`src/core/pwm_pkg.sv`:
```
// Shared constants for the single-channel waveform core and its register bus
package pwm_pkg;

  // Register bus geometry
  localparam int unsigned AXI_ADDR_W = 8;
  localparam int unsigned AXI_DATA_W = 32;

  // Byte addresses of the registers
  localparam logic [7:0] CTRL_OFS = 8'h00;
  localparam logic [7:0] PERIOD_OFS = 8'h04;
  localparam logic [7:0] DUTY_OFS = 8'h08;
  localparam logic [7:0] COUNT_OFS = 8'h0C;
  localparam logic [7:0] STATUS_OFS = 8'h10;
  localparam logic [7:0] ACT_PERIOD_OFS = 8'h14;
  localparam logic [7:0] ACT_DUTY_OFS = 8'h18;

  // Control register field positions
  localparam int unsigned CTRL_RUN_BIT = 0;
  localparam int unsigned CTRL_LEVEL_BIT = 1;
  localparam int unsigned CTRL_CENTER_BIT = 2;

  // Status register field positions
  localparam int unsigned STAT_LEVEL_BIT = 0;
  localparam int unsigned STAT_DOWN_BIT = 1;

  // Values after reset
  localparam logic RUN_RST = 1'b0;
  localparam logic LEVEL_RST = 1'b0;
  localparam logic CENTER_RST = 1'b0;
  localparam logic [7:0] PERIOD_RST = 8'h00;
  localparam logic [7:0] DUTY_RST = 8'h00;

  // Bus response codes
  localparam logic [1:0] RESP_OKAY = 2'h0;
  localparam logic [1:0] RESP_SLVERR = 2'h2;

  // State of the edge-synchronised clock gate
  typedef struct packed {
    logic open;
    logic tick;
  } gate_state_t;

endpackage : pwm_pkg

```
`src/core/pwm_tick_gate.sv`:
```
// Edge-synchronised gate between the selected clock tick and the channel counter
`timescale 1ns/1ps
`default_nettype none

module pwm_tick_gate (
  input wire logic aclk,
  input wire logic aresetn,
  input wire logic sel_tick,
  input wire logic channel_run_enable,
  output var logic gated_tick
);

  pwm_pkg::gate_state_t s_q;
  pwm_pkg::gate_state_t s_d;

  // Gate opens or closes only on a tick edge, so no runt tick leaks through
  always_comb begin
    s_d = s_q;
    if (sel_tick) begin
      s_d.open = channel_run_enable;
    end
    s_d.tick = sel_tick && s_q.open && channel_run_enable;
  end

  always_ff @(posedge aclk) begin
    if (!aresetn) begin
      s_q <= '0;
    end else begin
      s_q <= s_d;
    end
  end

  assign gated_tick = s_q.tick;

  // A gated tick always stems from a tick seen through an open gate
  a_gate_edge: assert property (@(posedge aclk) disable iff (!aresetn)
    gated_tick |-> $past(sel_tick) && $past(s_q.open))
    else $error("gated tick without an open gate");

endmodule : pwm_tick_gate

`default_nettype wire

```
`src/core/pwm_channel_waveform_core.sv`:
```
// One waveform channel: counter, double-buffered period and duty, AXI4-Lite registers
//
// Functional notes
// - Selected clock reaches the channel only while enabled, gated at tick edges.
// - Counter holds still and never counts while the channel is disabled.
// - Polarity set: output starts high, drops low on duty match.
// - Polarity clear: output starts low, rises high on duty match.
// - Period and duty buffered; take effect at period end, counter write, disable.
// - Any counter write clears the counter to zero, value ignored.
// - While disabled, period and duty writes reach active latches at once.
// - Counter write reloads buffered period and duty immediately; one odd cycle possible.
// - Software may read the live counter value at any time.
// - Duty holds high time or low time depending on polarity.
// - Channel owns an 8-bit up/down counter advancing at selected clock rate.
// - Counter equal to active duty flips the output level.
// - Period match handling depends on left or center aligned mode.
`timescale 1ns/1ps
`default_nettype none

module pwm_channel_waveform_core #(
  parameter int unsigned CNT_W = 8
) (
  input wire logic aclk,
  input wire logic aresetn,
  input wire logic sel_tick,
  input wire logic awvalid,
  output var logic awready,
  input wire logic [pwm_pkg::AXI_ADDR_W-1:0] awaddr,
  input wire logic [2:0] awprot,
  input wire logic wvalid,
  output var logic wready,
  input wire logic [pwm_pkg::AXI_DATA_W-1:0] wdata,
  input wire logic [3:0] wstrb,
  output var logic bvalid,
  input wire logic bready,
  output var logic [1:0] bresp,
  input wire logic arvalid,
  output var logic arready,
  input wire logic [pwm_pkg::AXI_ADDR_W-1:0] araddr,
  input wire logic [2:0] arprot,
  output var logic rvalid,
  input wire logic rready,
  output var logic [pwm_pkg::AXI_DATA_W-1:0] rdata,
  output var logic [1:0] rresp,
  output var logic pwm_out
);

  // Counter must fit the 32-bit data word and need at least two bits
  if (CNT_W < 2 || CNT_W > 32) begin : g_bad_width
    $error("CNT_W must lie between 2 and 32");
  end

  typedef logic [CNT_W-1:0] cnt_t;

  typedef struct packed {
    logic run;
    logic start_level;
    logic center;
    cnt_t per_buf;
    cnt_t duty_buf;
    cnt_t per_act;
    cnt_t duty_act;
    cnt_t cnt;
    logic dir_down;
    logic level;
    logic awready;
    logic wready;
    logic aw_held;
    logic w_held;
    logic [pwm_pkg::AXI_ADDR_W-1:0] waddr;
    logic [31:0] wdata;
    logic [3:0] wstrb;
    logic bvalid;
    logic [1:0] bresp;
    logic arready;
    logic rvalid;
    logic [31:0] rdata;
    logic [1:0] rresp;
  } state_t;

  state_t s_q;
  state_t s_d;
  logic gated_tick;
  logic wr_fire;
  logic cnt_wr;
  logic per_end;
  logic [CNT_W:0] cnt_inc;

  // Byte-lane merge of a write into a register image
  function automatic logic [31:0] merge(input logic [31:0] old, input logic [31:0] nw,
                                        input logic [3:0] strb);
    logic [31:0] r;
    r = old;
    for (int i = 0; i < 4; i++) begin
      if (strb[i]) begin
        r[8*i +: 8] = nw[8*i +: 8];
      end
    end
    return r;
  endfunction : merge

  // Read decode; unmapped words answer zero
  function automatic logic [31:0] read_word(input state_t s,
                                            input logic [pwm_pkg::AXI_ADDR_W-1:0] a);
    logic [31:0] r;
    r = 32'h0000_0000;
    unique case ({a[pwm_pkg::AXI_ADDR_W-1:2], 2'b00})
      pwm_pkg::CTRL_OFS: begin
        r[pwm_pkg::CTRL_RUN_BIT] = s.run;
        r[pwm_pkg::CTRL_LEVEL_BIT] = s.start_level;
        r[pwm_pkg::CTRL_CENTER_BIT] = s.center;
      end
      pwm_pkg::PERIOD_OFS: r = 32'(s.per_buf);
      pwm_pkg::DUTY_OFS: r = 32'(s.duty_buf);
      pwm_pkg::COUNT_OFS: r = 32'(s.cnt);
      pwm_pkg::STATUS_OFS: begin
        r[pwm_pkg::STAT_LEVEL_BIT] = s.level;
        r[pwm_pkg::STAT_DOWN_BIT] = s.dir_down;
      end
      pwm_pkg::ACT_PERIOD_OFS: r = 32'(s.per_act);
      pwm_pkg::ACT_DUTY_OFS: r = 32'(s.duty_act);
      default: r = 32'h0000_0000;
    endcase
    return r;
  endfunction : read_word

  function automatic logic mapped(input logic [pwm_pkg::AXI_ADDR_W-1:0] a);
    logic [pwm_pkg::AXI_ADDR_W-1:0] w;
    w = {a[pwm_pkg::AXI_ADDR_W-1:2], 2'b00};
    return w <= pwm_pkg::ACT_DUTY_OFS;
  endfunction : mapped

  pwm_tick_gate u_gate (
    .aclk(aclk),
    .aresetn(aresetn),
    .sel_tick(sel_tick),
    .channel_run_enable(s_q.run),
    .gated_tick(gated_tick)
  );

  // Next-state logic: bus slave first, then the waveform counter
  always_comb begin
    s_d = s_q;
    cnt_wr = 1'b0;
    per_end = 1'b0;
    cnt_inc = {1'b0, s_q.cnt} + {{CNT_W{1'b0}}, 1'b1};

    // Address and data are taken independently, in either order
    if (awvalid && s_q.awready) begin
      s_d.aw_held = 1'b1;
      s_d.waddr = awaddr;
    end
    if (wvalid && s_q.wready) begin
      s_d.w_held = 1'b1;
      s_d.wdata = wdata;
      s_d.wstrb = wstrb;
    end
    if (s_q.bvalid && bready) begin
      s_d.bvalid = 1'b0;
    end
    wr_fire = s_q.aw_held && s_q.w_held && !s_q.bvalid;
    if (wr_fire) begin
      s_d.aw_held = 1'b0;
      s_d.w_held = 1'b0;
      s_d.bvalid = 1'b1;
      s_d.bresp = mapped(s_q.waddr) ? pwm_pkg::RESP_OKAY : pwm_pkg::RESP_SLVERR;
      unique case ({s_q.waddr[pwm_pkg::AXI_ADDR_W-1:2], 2'b00})
        pwm_pkg::CTRL_OFS: begin
          if (s_q.wstrb[0]) begin
            s_d.run = s_q.wdata[pwm_pkg::CTRL_RUN_BIT];
            s_d.start_level = s_q.wdata[pwm_pkg::CTRL_LEVEL_BIT];
            s_d.center = s_q.wdata[pwm_pkg::CTRL_CENTER_BIT];
          end
        end
        pwm_pkg::PERIOD_OFS: begin
          s_d.per_buf = CNT_W'(merge(32'(s_q.per_buf), s_q.wdata, s_q.wstrb));
        end
        pwm_pkg::DUTY_OFS: begin
          s_d.duty_buf = CNT_W'(merge(32'(s_q.duty_buf), s_q.wdata, s_q.wstrb));
        end
        pwm_pkg::COUNT_OFS: cnt_wr = 1'b1;
        default: begin
        end
      endcase
    end
    // Each ready only while its own channel holds nothing and no response waits, so one write is under way at a time
    s_d.awready = !s_d.aw_held && !s_d.bvalid;
    s_d.wready = !s_d.w_held && !s_d.bvalid;

    // Read channel: one read in flight, data sampled at the address handshake
    if (s_q.rvalid && rready) begin
      s_d.rvalid = 1'b0;
    end
    if (arvalid && s_q.arready) begin
      s_d.rvalid = 1'b1;
      s_d.rdata = read_word(s_q, araddr);
      s_d.rresp = mapped(araddr) ? pwm_pkg::RESP_OKAY : pwm_pkg::RESP_SLVERR;
    end
    s_d.arready = !s_d.rvalid;

    // Waveform counter; counter write wins over a tick in the same cycle
    if (cnt_wr) begin
      s_d.cnt = '0;
      s_d.dir_down = 1'b0;
      s_d.per_act = s_d.per_buf;
      s_d.duty_act = s_d.duty_buf;
    end else if (s_q.run && gated_tick) begin
      if (!s_q.center) begin
        if (cnt_inc >= {1'b0, s_q.per_act}) begin
          s_d.cnt = '0;
          per_end = 1'b1;
        end else begin
          s_d.cnt = cnt_inc[CNT_W-1:0];
        end
      end else if (!s_q.dir_down) begin
        // Overshoot after a disabled rewrite is clipped to the period
        if (cnt_inc >= {1'b0, s_q.per_act}) begin
          s_d.cnt = s_q.per_act;
          s_d.dir_down = 1'b1;
        end else begin
          s_d.cnt = cnt_inc[CNT_W-1:0];
        end
      end else begin
        if (s_q.cnt <= cnt_t'(1)) begin
          s_d.cnt = '0;
          s_d.dir_down = 1'b0;
          per_end = 1'b1;
        end else begin
          s_d.cnt = s_q.cnt - cnt_t'(1);
        end
      end
      if (per_end) begin
        s_d.per_act = s_q.per_buf;
        s_d.duty_act = s_q.duty_buf;
      end
    end

    // Disabled channel: buffers pass straight into the active latches
    if (!s_q.run) begin
      s_d.per_act = s_d.per_buf;
      s_d.duty_act = s_d.duty_buf;
    end

    // Level below duty is the start level; crossing the duty flips it
    s_d.level = (s_d.cnt < s_d.duty_act) ? s_d.start_level : !s_d.start_level;
  end

  always_ff @(posedge aclk) begin
    if (!aresetn) begin
      s_q <= '0;
      s_q.run <= pwm_pkg::RUN_RST;
      s_q.start_level <= pwm_pkg::LEVEL_RST;
      s_q.center <= pwm_pkg::CENTER_RST;
      s_q.per_buf <= cnt_t'(pwm_pkg::PERIOD_RST);
      s_q.duty_buf <= cnt_t'(pwm_pkg::DUTY_RST);
      s_q.per_act <= cnt_t'(pwm_pkg::PERIOD_RST);
      s_q.duty_act <= cnt_t'(pwm_pkg::DUTY_RST);
      // Level that the reset count shows, so no false edge follows reset
      s_q.level <= (pwm_pkg::DUTY_RST == 8'h00) ? !pwm_pkg::LEVEL_RST : pwm_pkg::LEVEL_RST;
    end else begin
      s_q <= s_d;
    end
  end

  // All outputs are state flip-flops
  assign awready = s_q.awready;
  assign wready = s_q.wready;
  assign bvalid = s_q.bvalid;
  assign bresp = s_q.bresp;
  assign arready = s_q.arready;
  assign rvalid = s_q.rvalid;
  assign rdata = s_q.rdata;
  assign rresp = s_q.rresp;
  assign pwm_out = s_q.level;

  // Disabled channel never moves its counter except by a software write
  a_cnt_frozen: assert property (@(posedge aclk) disable iff (!aresetn)
    (!s_q.run && !cnt_wr) |=> $stable(s_q.cnt))
    else $error("counter moved while disabled");

  // Counter write always lands on zero
  a_cnt_clear: assert property (@(posedge aclk) disable iff (!aresetn)
    cnt_wr |=> (s_q.cnt == '0) && !s_q.dir_down)
    else $error("counter write did not clear the counter");

  // Counter write forces the buffered values live
  a_wr_latch: assert property (@(posedge aclk) disable iff (!aresetn)
    cnt_wr |=> (s_q.per_act == s_q.per_buf) && (s_q.duty_act == s_q.duty_buf))
    else $error("counter write did not reload active values");

  // Disabled channel loads its buffers into the active latches at the same edge
  a_disabled_direct: assert property (@(posedge aclk) disable iff (!aresetn)
    !s_q.run |=> (s_q.per_act == $past(s_d.per_buf)) && (s_q.duty_act == $past(s_d.duty_buf)))
    else $error("disabled write not placed in active latches");

  // Running channel keeps old values until period end or counter write
  a_defer_load: assert property (@(posedge aclk) disable iff (!aresetn)
    (s_q.run && !cnt_wr && !per_end) |=> $stable(s_q.per_act) && $stable(s_q.duty_act))
    else $error("active value changed mid period");

  // Output level follows count against duty and polarity
  a_level_map: assert property (@(posedge aclk) disable iff (!aresetn)
    pwm_out == ((s_q.cnt < s_q.duty_act) ? s_q.start_level : !s_q.start_level))
    else $error("output level inconsistent with count and duty");

  // Left aligned wrap returns to zero and start level when duty is nonzero
  a_left_wrap: assert property (@(posedge aclk) disable iff (!aresetn)
    (s_q.run && gated_tick && !cnt_wr && !s_q.center && cnt_inc >= {1'b0, s_q.per_act})
    |=> (s_q.cnt == '0) && (s_q.duty_act == '0 || pwm_out == s_q.start_level))
    else $error("left aligned period match did not restart the cycle");

  // Center aligned reaches the period and then turns down
  a_center_turn: assert property (@(posedge aclk) disable iff (!aresetn)
    (s_q.run && gated_tick && !cnt_wr && s_q.center && !s_q.dir_down &&
     cnt_inc >= {1'b0, s_q.per_act}) |=> s_q.dir_down && (s_q.cnt == $past(s_q.per_act)))
    else $error("center aligned count did not turn at the period");

  // Write response holds until accepted
  a_bresp_hold: assert property (@(posedge aclk) disable iff (!aresetn)
    (bvalid && !bready) |=> bvalid && $stable(bresp))
    else $error("write response dropped before bready");

  // Read data and response hold until rready
  a_rd_hold: assert property (@(posedge aclk) disable iff (!aresetn)
    (rvalid && !rready) |=> rvalid && $stable(rdata) && $stable(rresp))
    else $error("read data dropped before rready");

  // No new write taken while a response waits
  a_wr_single: assert property (@(posedge aclk) disable iff (!aresetn)
    bvalid |-> !awready && !wready)
    else $error("write channel ready during pending response");

  // Counter moves only on a gated tick or a software write
  a_tick_only: assert property (@(posedge aclk) disable iff (!aresetn)
    (!gated_tick && !cnt_wr) |=> $stable(s_q.cnt))
    else $error("counter moved without a tick");

  // Center aligned count turns up again at zero
  a_center_floor: assert property (@(posedge aclk) disable iff (!aresetn)
    (s_q.run && gated_tick && !cnt_wr && s_q.center && s_q.dir_down &&
     s_q.cnt <= cnt_t'(1)) |=> (s_q.cnt == '0) && !s_q.dir_down)
    else $error("center aligned count did not turn at zero");

  // Period end takes the buffered values live
  a_period_load: assert property (@(posedge aclk) disable iff (!aresetn)
    per_end |=> (s_q.per_act == $past(s_q.per_buf)) &&
    (s_q.duty_act == $past(s_q.duty_buf)))
    else $error("buffered values not loaded at period end");

endmodule : pwm_channel_waveform_core

`default_nettype wire

```
`config.mk`:
```
export PLATFORM = sky130hd
export DESIGN_NAME = pwm_channel_waveform_core
export DESIGN_NICKNAME = d
export VERILOG_FILES = /design/src/core/pwm_pkg.sv /design/src/core/pwm_tick_gate.sv /design/src/core/pwm_channel_waveform_core.sv
export SDC_FILE = /design/constraint.sdc
export NUM_CORES = 1
export LEC_CHECK = 0
export BUFFER_PORTS_ARGS = -buffer_cell sky130_fd_sc_hd__buf_2
export CAP_MARGIN = 5
export CORE_MARGIN = 2
export CORE_UTILIZATION = 35
export CTS_CLUSTER_DIAMETER = 120
export DETAILED_ROUTE_END_ITERATION = 7
export GPL_ROUTABILITY_DRIVEN = 0
export PLACE_DENSITY = 0.62
export SLEW_MARGIN = 20
export SYNTH_ARGS = -nofsm -noshare
export SYNTH_HDL_FRONTEND = slang
export SYNTH_HIERARCHICAL = 1
export SYNTH_SLANG_ARGS = --single-unit
```
`constraint.sdc`:
```
create_clock -name aclk -period 4.35 [get_ports aclk]
set_input_delay 0.87 -clock aclk [delete_from_list [all_inputs] [get_ports aclk]]
set_output_delay 0.87 -clock aclk [all_outputs]
set_load 0.01 [all_outputs]
```
==> results.txt <==
----------------------------------------------------
[Synthesis]
  Synth warn ... 6
  Post-synthesis sequential element count ... 79
  Netlist area before placement ... 0.004633 sq mm
  Fraction of synthesis flops using an asynchronous set or reset pin ... 0%
  Part of the Yosys area used for sequential elements ... 34.13%
  Mean area per synthesized cell ... 8.072 sq um
  Post-synth EDFFs ... 0
  Most used DFF post-synth ... dfxtp_1
  Synthesized instance count ... 574
  Number of library cell types mapped by synthesis ... 60

[Finish]
  Most common library cell in the layout ignoring fill and taps ... dfxtp_1
  Number of nets in the finished design ... 692
  Area growth, synth to finish ... 14.96%
  Diodes inserted ... 0
  Filler cell count ... 1350
  Commonest cells after routing, fill and taps aside ... 79 x dfxtp_1, 52 x nand2_1, 47 x a21oi_1, 47 x nor2_1, 44 x buf_2
  Fraction of final layout cells sized beyond drive strength 1 ... 18.27%

[STA]
  Post-layout min period ... 4024 ps
  Worst-Margin Slew ... 780.7 ps
  Worst Clk Skew ... 8.780 ps
  WHS ... 461.0 ps
  Count of endpoints failing setup in the final report ... 0
  Remaining max-slew budget at the tightest pin ... 47.88%
  Final setup TNS ... 0 ps
  Max-slew violation count ... 0
  Setup repair after global routing missed its margin ... false
  Final hold violation count ... 0
  Final period util ... 92.51%
  Top achievable clock speed ... 248.5 MHz

[Floorplan]
  Ports ... 108
  Placement Rows ... 42
  Overall die area ... 0.01417 sq mm
  Die extent in y ... 119.1 microns
  Starting Density ... 35.41%
  Core area ... 0.01309 sq mm
  Die Span X ... 119.1 microns

[Route]
  Drt first pass iters ... 5
  Wire length reported by the detailed router ... 11470 microns
  Initial DRC Count ... 224
  Met3 wire length ... 526 microns
  Avg Vias per Cell ... 5.266
  Average wire per cell in the routed design ... 14.54 microns
  M1 WL ... 5082 microns
  Highest routed metal layer ... met4
  Total number of vias ... 4155
  Met2 wire length ... 5581 microns
  Final ANT Viol Nets ... 0
  DRC violations left ... 0

[Global route]
  Global-route usage over all layers ... 16.94%
  Pin count of the biggest net entering global routing ... 46
  Total grt overflow ... 0
  Number of global-route vias before repair ... 3941
  Global-route wire length before repair ... 19430 microns
  Initial antenna violation count ... 0

[Clocking]
  Buffer levels on the longest clock path ... 2
  Setup bufs post-CTS ... 0
  Clock-pin slew on the worst setup and hold paths ... 60 ps
  Worst skew pair latency ... 340 ps
  TritonCTS clock tree ... done
  Sinks on the clock net ... 79
  Number of buffers added by the clock tree synthesis step ... 9
  Clk Tree Root Cell ... clkbuf_16
  CTS HTree Levels ... 3

[Place]
  Number of buffers added on ports ... 44
  Detailed-placement wirelength estimate ... 8841 microns

[Critical path]
  Startpoint class of the critical path ... flop
  Slowest Stage Delay on Critical Path ... 350 ps
  Cell with the biggest individual delay on the critical path ... a211oi_4
  Top delay family on crit path ... simple AND/OR/NAND/NOR gates
  Critical Path Fanout Max ... 8
  Path type of the worst setup path ... reg2reg
  Number of buffers and inverters on the critical path ... 2
  Required @ worst endpoint ... 4580 ps
  Arrival time at the worst endpoint ... 4250 ps
  Kind of end point of the critical path ... flop
  Crit path cell chain ... buf_4, and3_4, nand3_1, xnor2_2, ha_1, and3_4, nand4_1, a211oi_4, nand2b_4, buf_4, o22a_1, o21ai_0, ha_1, nand4_1, nor2_1, o21ai_1, a311oi_2, a211oi_2, mux2i_1

[Hold path]
  Hold WC Path Type ... reg2reg

[Run status]
  Status ... complete, no violations

[Job]
  Maximum Capacitance Violations ... 0

[Power and ir drop]
  Maximum ir drop on the vdd rail ... 0.0002494 V
  Leak Pwr ... 2.281 nW
  Power density over the cells ... 298.3 mW/mm^2

----------------------------------------------------
==> flip-flops by register name (all words and copies together) (netlist names) <==
signal	count
wready	1
rdata	8
rvalid	1
s_q	61
arready	1
awready	1
pwm_out	1
bresp	1
u_gate/gated_tick	1
rresp	1
u_gate/s_q	1
bvalid	1
==> worst reg2reg max path, cell delays in order, from the launching register on <==
cell,delay (ps)
dfxtp_1,340
buf_4,170
and3_4,200
nand3_1,110
xnor2_2,170
ha_1,280
and3_4,190
nand4_1,210
a211oi_4,350
nand2b_4,200
buf_4,150
o22a_1,160
o21ai_0,120
ha_1,310
nand4_1,140
nor2_1,200
o21ai_1,110
a311oi_2,270
a211oi_2,120
mux2i_1,120
==> final cells by class <==
class / instances / area (sq um) / share of cell area, %
Multi-Input combinational cell: 421 / 2710 / 50.88
Sequential cell: 79 / 1582 / 29.69
Timing Repair Buffer: 72 / 430.4 / 8.081
Clock buffer: 10 / 229.0 / 4.299
Tap cell: 176 / 220.2 / 4.134
Inverter: 25 / 93.84 / 1.762
Clock inverter: 6 / 61.31 / 1.151
==> metal layers <==
layer / up-vias / track usage, %
met5: - / 0
met4: 0 / 7.515
met3: 18 / 1.916
met2: 126 / 28.45
met1: 1944 / 21.86
li1: 2067 / -
==> per-stage QoR <==
stage,power (mW),setup WS (ps),util (%),cells,area [sq um]
floorplan,0.8553,112.3,-,599,4727
CTS,1.605,100.3,40.04,789,5239
global placement,0.8652,165.7,37.82,773,4949
global route,1.655,11.16,40.71,789,5326
detailed placement,0.8685,149.0,37.82,773,4949
finish,1.589,326.0,40.71,789,5326
==> synth_stat cells (11+ instances only) <==
| cell | n | area, sq um |
|---|---|---|
| a21oi_1 | 48 | 240.2 |
| buf_4 | 37 | 277.8 |
| clkbuf_1 | 32 | 120.1 |
| dfxtp_1 | 79 | 1582 |
| ha_1 | 18 | 225.2 |
| inv_1 | 24 | 90.09 |
| mux2i_1 | 20 | 200.2 |
| nand2_1 | 53 | 198.9 |
| nand3_1 | 25 | 125.1 |
| nor2_1 | 47 | 176.4 |
| nor3_1 | 16 | 80.08 |
| o21ai_0 | 26 | 130.1 |
| o221ai_1 | 11 | 96.34 |
==> cell families after synthesis <==
group	share of synthesized area (%)
buf+inv	11.29
xor+xnor	2.080
flops	34.13
other cells	0.08094
mux	4.807
simple gates	20.20
fa+ha+maj	4.861
compound gates	22.55
==> power breakdown <==
part	internal, mW	leakage (nW)	total [mW]	switching [mW]
sequential	0.740	0.640	0.755	0.0156
combinational	0.0339	1.50	0.0967	0.0628
clock	0.442	0.142	0.737	0.295
total	1.22	2.28	1.59	0.373
==> worst paths after layout <==
kind | start | to | slack, ps | depth (start not counted)
hold reg to reg | s_q[80] | s_q[80] | 460 | 2
setup / recovery | s_q[89] | pwm_out | 330 | 19
hold / removal | s_q[80] | s_q[80] | 460 | 2
setup reg to reg | s_q[89] | pwm_out | 330 | 19
==> timing repair <==
action,CTS,global route
hold buffers,0,0
setup endpoints to repair,0,1
gates resized for setup,0,19
Power figures use the tool's default switching activity.
